File: src/rtl/pcm_pkg.sv
// Purpose: shared constants for the low port pin function multiplexer
// Assumes: pins numbered zero to four, analog select exists on pins two to four
// Notes:   reset leaves every pin undriven and every peripheral input low
`default_nettype none
package pcm_pkg;
   localparam int unsigned PCM_NUM_PINS  = 5;
   localparam int unsigned PCM_NUM_ANA   = 3;
   localparam int unsigned PCM_SYNC_LEN  = 2;
   // pin positions
   localparam int unsigned PCM_PIN_ZERO  = 0;
   localparam int unsigned PCM_PIN_ONE   = 1;
   localparam int unsigned PCM_PIN_TWO   = 2;
   localparam int unsigned PCM_PIN_THREE = 3;
   localparam int unsigned PCM_PIN_FOUR  = 4;
   // analog select bit for pin two sits at index zero
   localparam int unsigned PCM_ANA_BASE  = 2;
   // values after reset
   localparam logic [4:0]  PCM_PINS_RST  = 5'h00;
   localparam logic [2:0]  PCM_ANA_RST   = 3'h0;
   localparam logic        PCM_BIT_RST   = 1'b0;
endpackage : pcm_pkg
`default_nettype wire

File: src/rtl/pcm_pin_mux.sv
// Purpose: function multiplexer for the low five pins of the third port
// Assumes: pad inputs and alternate pin inputs are asynchronous and are synchronised here
// Notes:   all outputs are registered, so a control change reaches the pads one edge later
`default_nettype none
// How it works
// - output direction drives latch bit, ignoring analog
// - input direction reads pin unless analog
// - map fuses set pick default pins here
// - compare pin outputs or captures by direction
// - enhanced pwm outputs drive only when output
// - serial clock pin outputs or inputs by direction
// - serial data in by direction, two-wire outputs
// - pin zero and two feed timer inputs
// - charge pulse on pin two when digital output
module pcm_pin_mux
   import pcm_pkg::*;
(
   // clock and reset
   input  wire logic       clock,
   input  wire logic       arst_n,
   // port controls
   input  wire logic [4:0] pin_direction_control,
   input  wire logic [2:0] analog_select,
   input  wire logic [4:0] output_latch,
   // configuration fuses
   input  wire logic       pwm_b_pin_map_fuse,
   input  wire logic       timer_clock_pin_map_fuse,
   input  wire logic       compare2_pin_map_fuse,
   input  wire logic       compare3_pin_map_fuse,
   // peripheral outputs and their enables
   input  wire logic       second_pwm_output_a,
   input  wire logic       second_pwm_a_en,
   input  wire logic       second_pwm_output_b,
   input  wire logic       second_pwm_b_en,
   input  wire logic       first_pwm_output_a,
   input  wire logic       first_pwm_a_en,
   input  wire logic       first_compare_out,
   input  wire logic       first_compare_out_en,
   input  wire logic       second_compare_out,
   input  wire logic       second_compare_out_en,
   input  wire logic       charge_time_pulse_out,
   input  wire logic       charge_time_pulse_en,
   input  wire logic       sync_serial_en,
   input  wire logic       serial_clock_out,
   input  wire logic       two_wire_mode,
   input  wire logic       two_wire_data_out,
   input  wire logic       secondary_osc_en,
   input  wire logic       secondary_osc_out,
   // alternate pin inputs used when a map fuse is clear
   input  wire logic       third_timer_clock_alt_pin,
   input  wire logic       second_capture_alt_pin,
   // pads
   input  wire logic [4:0] pad_in,
   output logic      [4:0] pad_out,
   output logic      [4:0] pad_oe,
   // alternate pin drive requests
   output logic            second_pwm_b_alt_out,
   output logic            second_pwm_b_alt_oe,
   output logic            second_compare_alt_out,
   output logic            second_compare_alt_oe,
   output logic            third_compare_on_default,
   // peripheral inputs
   output logic      [4:0] pin_input_value,
   output logic            first_timer_clock_in,
   output logic            third_timer_clock_in,
   output logic            third_timer_gate_in,
   output logic            fifth_timer_clock_in,
   output logic            first_capture_in,
   output logic            second_capture_in,
   output logic            serial_clock_in,
   output logic            serial_data_in,
   output logic            secondary_osc_in,
   output logic      [2:0] analog_connect
);

   logic [4:0] pad_s1_reg;
   logic [4:0] pad_s2_reg;
   logic [1:0] alt_s1_reg;
   logic [1:0] alt_s2_reg;
   logic [4:0] dir;
   logic [4:0] dig_in;
   logic [4:0] ana_full;
   logic [4:0] pad_out_next;
   logic [4:0] pad_oe_next;

   assign dir      = pin_direction_control;
   assign ana_full = {analog_select, 2'b00};

   // pad and alternate pin synchronisers
   always_ff @(posedge clock or negedge arst_n) begin
      if (!arst_n) begin
         pad_s1_reg <= PCM_PINS_RST;
         pad_s2_reg <= PCM_PINS_RST;
         alt_s1_reg <= 2'h0;
         alt_s2_reg <= 2'h0;
      end else begin
         pad_s1_reg <= pad_in;
         pad_s2_reg <= pad_s1_reg;
         alt_s1_reg <= {second_capture_alt_pin, third_timer_clock_alt_pin};
         alt_s2_reg <= alt_s1_reg;
      end
   end

   // digital input gated off by analog
   assign dig_in = pad_s2_reg & dir & ~ana_full;

   always_comb begin
      pad_out_next = output_latch;
      pad_oe_next  = ~dir;
      // pwm b on pin zero when mapped
      if (pwm_b_pin_map_fuse && second_pwm_b_en) begin
         pad_out_next[PCM_PIN_ZERO] = second_pwm_output_b;
      end
      if (second_pwm_a_en) begin
         pad_out_next[PCM_PIN_ONE] = second_pwm_output_a;
      end
      // compare two output on pin one
      if (compare2_pin_map_fuse && second_compare_out_en) begin
         pad_out_next[PCM_PIN_ONE] = second_compare_out;
      end
      if (first_compare_out_en) begin
         pad_out_next[PCM_PIN_TWO] = first_compare_out;
      end
      if (first_pwm_a_en) begin
         pad_out_next[PCM_PIN_TWO] = first_pwm_output_a;
      end
      if (charge_time_pulse_en && !ana_full[PCM_PIN_TWO]) begin
         pad_out_next[PCM_PIN_TWO] = charge_time_pulse_out;
      end
      if (sync_serial_en) begin
         pad_out_next[PCM_PIN_THREE] = serial_clock_out;
      end
      if (sync_serial_en && two_wire_mode) begin
         pad_out_next[PCM_PIN_FOUR] = two_wire_data_out;
      end
      // oscillator takes pins zero and one
      if (secondary_osc_en) begin
         pad_out_next[PCM_PIN_ZERO] = secondary_osc_out;
         pad_oe_next[PCM_PIN_ZERO]  = 1'b1;
         pad_out_next[PCM_PIN_ONE]  = 1'b0;
         pad_oe_next[PCM_PIN_ONE]   = 1'b0;
      end
   end

   // pad drive and alternate routing
   always_ff @(posedge clock or negedge arst_n) begin
      if (!arst_n) begin
         pad_out                  <= PCM_PINS_RST;
         pad_oe                   <= PCM_PINS_RST;
         second_pwm_b_alt_out     <= PCM_BIT_RST;
         second_pwm_b_alt_oe      <= PCM_BIT_RST;
         second_compare_alt_out   <= PCM_BIT_RST;
         second_compare_alt_oe    <= PCM_BIT_RST;
         third_compare_on_default <= PCM_BIT_RST;
      end else begin
         pad_out                  <= pad_out_next;
         pad_oe                   <= pad_oe_next;
         // fuse clear routes to alternate pins
         second_pwm_b_alt_out     <= second_pwm_output_b;
         second_pwm_b_alt_oe      <= !pwm_b_pin_map_fuse && second_pwm_b_en;
         second_compare_alt_out   <= second_compare_out;
         second_compare_alt_oe    <= !compare2_pin_map_fuse && second_compare_out_en;
         third_compare_on_default <= compare3_pin_map_fuse;
      end
   end

   // peripheral inputs
   always_ff @(posedge clock or negedge arst_n) begin
      if (!arst_n) begin
         pin_input_value      <= PCM_PINS_RST;
         first_timer_clock_in <= PCM_BIT_RST;
         third_timer_clock_in <= PCM_BIT_RST;
         third_timer_gate_in  <= PCM_BIT_RST;
         fifth_timer_clock_in <= PCM_BIT_RST;
         first_capture_in     <= PCM_BIT_RST;
         second_capture_in    <= PCM_BIT_RST;
         serial_clock_in      <= PCM_BIT_RST;
         serial_data_in       <= PCM_BIT_RST;
         secondary_osc_in     <= PCM_BIT_RST;
         analog_connect       <= PCM_ANA_RST;
      end else begin
         pin_input_value      <= dig_in;
         first_timer_clock_in <= dig_in[PCM_PIN_ZERO] && !secondary_osc_en;
         third_timer_gate_in  <= dig_in[PCM_PIN_ZERO] && !secondary_osc_en;
         third_timer_clock_in <= timer_clock_pin_map_fuse ?
                                 (dig_in[PCM_PIN_ZERO] && !secondary_osc_en) : alt_s2_reg[0];
         // fifth timer clock from pin two
         fifth_timer_clock_in <= dig_in[PCM_PIN_TWO];
         first_capture_in     <= dig_in[PCM_PIN_TWO];
         second_capture_in    <= compare2_pin_map_fuse ?
                                 (dig_in[PCM_PIN_ONE] && !secondary_osc_en) : alt_s2_reg[1];
         serial_clock_in      <= dig_in[PCM_PIN_THREE];
         serial_data_in       <= dig_in[PCM_PIN_FOUR];
         secondary_osc_in     <= secondary_osc_en && pad_s2_reg[PCM_PIN_ONE];
         analog_connect       <= analog_select & dir[PCM_PIN_FOUR:PCM_ANA_BASE];
      end
   end
endmodule : pcm_pin_mux
`default_nettype wire

File: config.mk
export PLATFORM = sky130hd
export DESIGN_NAME = pcm_pin_mux
export DESIGN_NICKNAME = d
export VERILOG_FILES = /design/src/rtl/pcm_pkg.sv /design/src/rtl/pcm_pin_mux.sv
export SDC_FILE = /design/constraint.sdc
export NUM_CORES = 1
export LEC_CHECK = 0
export BUFFER_PORTS_ARGS = -buffer_cell sky130_fd_sc_hd__buf_2
export CORE_MARGIN = 10
export CORE_UTILIZATION = 48
export CTS_BUF_LIST = sky130_fd_sc_hd__clkbuf_2
export CTS_CLUSTER_DIAMETER = 60
export DETAILED_ROUTE_END_ITERATION = 10
export GPL_TIMING_DRIVEN = 0
export PLACE_DENSITY = 0.93
export SLEW_MARGIN = 30
export SYNTH_ARGS = -nofsm -noshare
export SYNTH_HDL_FRONTEND = slang
export SYNTH_SLANG_ARGS = --single-unit
File: constraint.sdc
create_clock -name clock -period 2.1 [get_ports clock]
set_input_delay 0.315 -clock clock [delete_from_list [all_inputs] [get_ports clock]]
set_output_delay 0.315 -clock clock [all_outputs]
set_load 0.05 [all_outputs]
==> impl_results.md <==
* IO Pins at 76
* Critical path class: reg -> out
* Post-synthesis cell type count at 16
* Clock sinks at a little over 40
* Worst-path clk slew at approximately 200 ps
* Clk buf depth at 2
* R2R setup slack at around 1100 ps
* P&R area growth vs syn at 42.5%
* Leading area contributor after synthesis: dfrtp_1
* CTS Buf Count at 5
* Initial antenna violation count at 0
* Final period utilization at 69.0%
* VDD IR max at 645 µV
* First-pass GRT wire length at 4800 µm
* Leakage at 1.04 nW
* Slowest-stage cell, CP: dfrtp_1
* Vias in the first global route at around 1100
* Largest net degree at the start of global routing at 42
* Share of the synthesized area in the top cell type at 77.9%
* Post-synth EDFFs at 0
* CTS tree: yes
* CTS Hold Buffers Added at 5
* PostCTS Resize Cnt at 0
* Mapped Area at around 1300 µm²
* Setup Fix Bufs, Post-CTS at 0
* Flops & latches, synth at a little over 40
* Fillcell total at between 150 and 200
* Vias at approximately 930
* Die area at approximately 5200 µm²
* Final Cell Area at 1880 µm²
* Drt total wl at ~3200 µm
* Critical Path Fanout Max at 3
* Worst-Margin Slew at 849 ps
* Rel. slew slack at 43.4%
* Die height at 72.4 µm
* Status: finished, final reports clean
* DR iter-0 viols at 5
* Slew Viols, Final at 0
* Endpoints failing hold at 0
* R2R depth at 3
* Hold WC Path Type: in -> async
* Fraction of layout cells with a size suffix above 1 at 52.5%
* FF-to-FF Start: pad_s2_reg[0]
* Drt drc at 0
* Initial Utilization at slightly above 50%
* WHS at 3.54 ps
* Synth Area per Inst at 15.3 µm²
* Clock skew at 10.6 ps
* Power Dens Cells at approximately 830 nW/µm²
* Final Setup Violations at 0
* Minimum clock period at around 1400 ps
* Most common cell in the netlist: dfrtp_1
* Crit path required time at roughly 1800 ps
* Fmax at ~0.69 GHz
* Layout Nets at 220
* Via density at between 4 and 5
* Area used by multi-input combinational logic at 238 µm²
* Async S/R FF share, synth at 100%
* Crit path cell chain: buf_4 -> buf_2
* CP arrival at 1130 ps
* Dpl cell area at roughly 1700 µm²
* Critical path endpoint category: primary output
* H-tree depth at 2
* Synth top cells by count: dfrtp_1, nand2_1, and2_1, buf_4, nor2_1
* Root Buffer: clkbuf_2
* Final estimated routing congestion in global placement at slightly above 0.7
* Total GRT Usage at 12.0%
* Yosys warns at 0
* Top post-synthesis cells by area: dfrtp_1, buf_4, mux2_2, and2_1, mux2i_1
* Row count at 18
* Crit-path max cell delay at ~430 ps
* Worst setup SP type: register
* Buffers on Ports at 75
* Sequential Area at a little over 1000 µm²
* Core ar. at 2540 µm²
* GRT Residual Overflow at 0
* RSZ-0062 raised after global routing: false
* Antenna Nets Post-Route at 0
* Register area share after synthesis at 77.9%
* Die Width at a little over 70 µm
* 1st-pass router iterations at 4
* Post-synth top flop: dfrtp_1
* Post-Syn Nets at 130
* Synthesized instance count at between 80 and 90
* RR Endpoint: third_timer_clock_in
* Antenna diodes at 0
* Final TNS setup at 0 ps
* # Max-Cap Violations at 0
* WL/cell at between 15 and 20 µm
* Clk_lat worst skew at about 380 ps
layout by cell type, fill, tap and decap left out:
| cell | netlist | final |
|---|---|---|
| clkinvlp_4 | 0 | 1 |
| dlygate4sd3_1 | 0 | 8 |
| bufinv_16 | 0 | 1 |
| and2_4 | 1 | 1 |
| mux2_2 | 3 | 3 |
| or2b_1 | 1 | 1 |
| mux2_4 | 1 | 1 |
| dfrtp_1 | 41 | 41 |
| buf_2 | 0 | 75 |
| buf_4 | 5 | 5 |
| inv_1 | 4 | 4 |
| nor2b_1 | 3 | 3 |
| nand2_1 | 8 | 8 |
| clkbuf_2 | 0 | 5 |
| nor2b_4 | 1 | 1 |
| o21ai_0 | 3 | 3 |
| clkinv_1 | 0 | 1 |
| a211oi_1 | 1 | 1 |
| nor2_1 | 5 | 5 |
| and2_1 | 5 | 5 |
| mux2i_1 | 3 | 3 |
| nand3b_1 | 1 | 1 |
layout make-up:
class | instances | share of cell area, %
tap | 30 | 2.00
timing repair buffer | 83 | 24.3
clock inverter | 3 | 2.20
clock buffer | 5 | 1.33
sequential | 41 | 54.7
multi-input combinational | 36 | 12.7
buffer | 5 | 2.00
inverter | 4 | 0.801
report_power, final:
group	total (mW)	switching [mW]	leakage, nW	internal [mW]
combinational	0.270	0.185	0.503	0.0852
sequential	0.844	0.0115	0.498	0.832
clock	0.442	0.245	0.0366	0.197
total	1.56	0.441	1.04	1.11
per-layer routing:
| layer | global-route usage (%) | up-vias | part of all wire, % |
|---|---|---|---|
| met1 | 8.51 | 437 | 30 |
| li1 | - | 444 | - |
| met5 | 0 | - | 0 |
| met2 | 23.6 | 43 | 58 |
| met3 | 7.62 | 4 | 12 |
| met4 | 5.16 | 0 | 1.1 |
worst max-delay path by stage:
stage / start / to / slack [ps] / cells after the start
2_1_floorplan: pin_input_value[2] / first_capture_in / 880 / 1
3_3_place_gp: pin_direction_control[0] / third_timer_clock_in / 1050 / 4
3_5_place_dp: first_compare_out_en / pad_out[2] / 1000 / 4
4_1_cts: pin_input_value[2] / pin_input_value[2] / 610 / 2
5_1_grt: pin_input_value[2] / pin_input_value[2] / 570 / 2
6_report: pin_input_value[2] / pin_input_value[2] / 650 / 2
worst max-delay path, delay by kind of cell, from the launching register on:
| kind | cells | cell delay (ps) |
|---|---|---|
| buf+inv | 2 | 330 |
| flops | 1 | 430 |
logic make-up (layout without fill, tap and decap cells):
| kind of cell | after synthesis | after routing | share of synthesized area, % |
|---|---|---|---|
| and+or+nand+nor | 25 | 25 | 10.4 |
| muxes | 7 | 7 | 5.99 |
| AOI/OAI and AO/OA | 4 | 4 | 1.71 |
| DFF | 41 | 41 | 77.9 |
| buffers and inverters | 9 | 100 | 3.99 |
through the flow:
| step | setup WS (ps) | power [mW] | cells | utilization, % |
|---|---|---|---|---|
| CTS | 607 | 1.57 | 204 | 72.5 |
| detailed placement | 1000 | 1.12 | 191 | 67.9 |
| global route | 569 | 1.62 | 207 | 73.7 |
| floorplan | 880 | 1.01 | 86 | - |
| global placement | 1050 | 1.11 | 191 | 67.9 |
| finish | 650 | 1.56 | 207 | 73.7 |
Note: power is estimated with default switching activity, not from simulation.
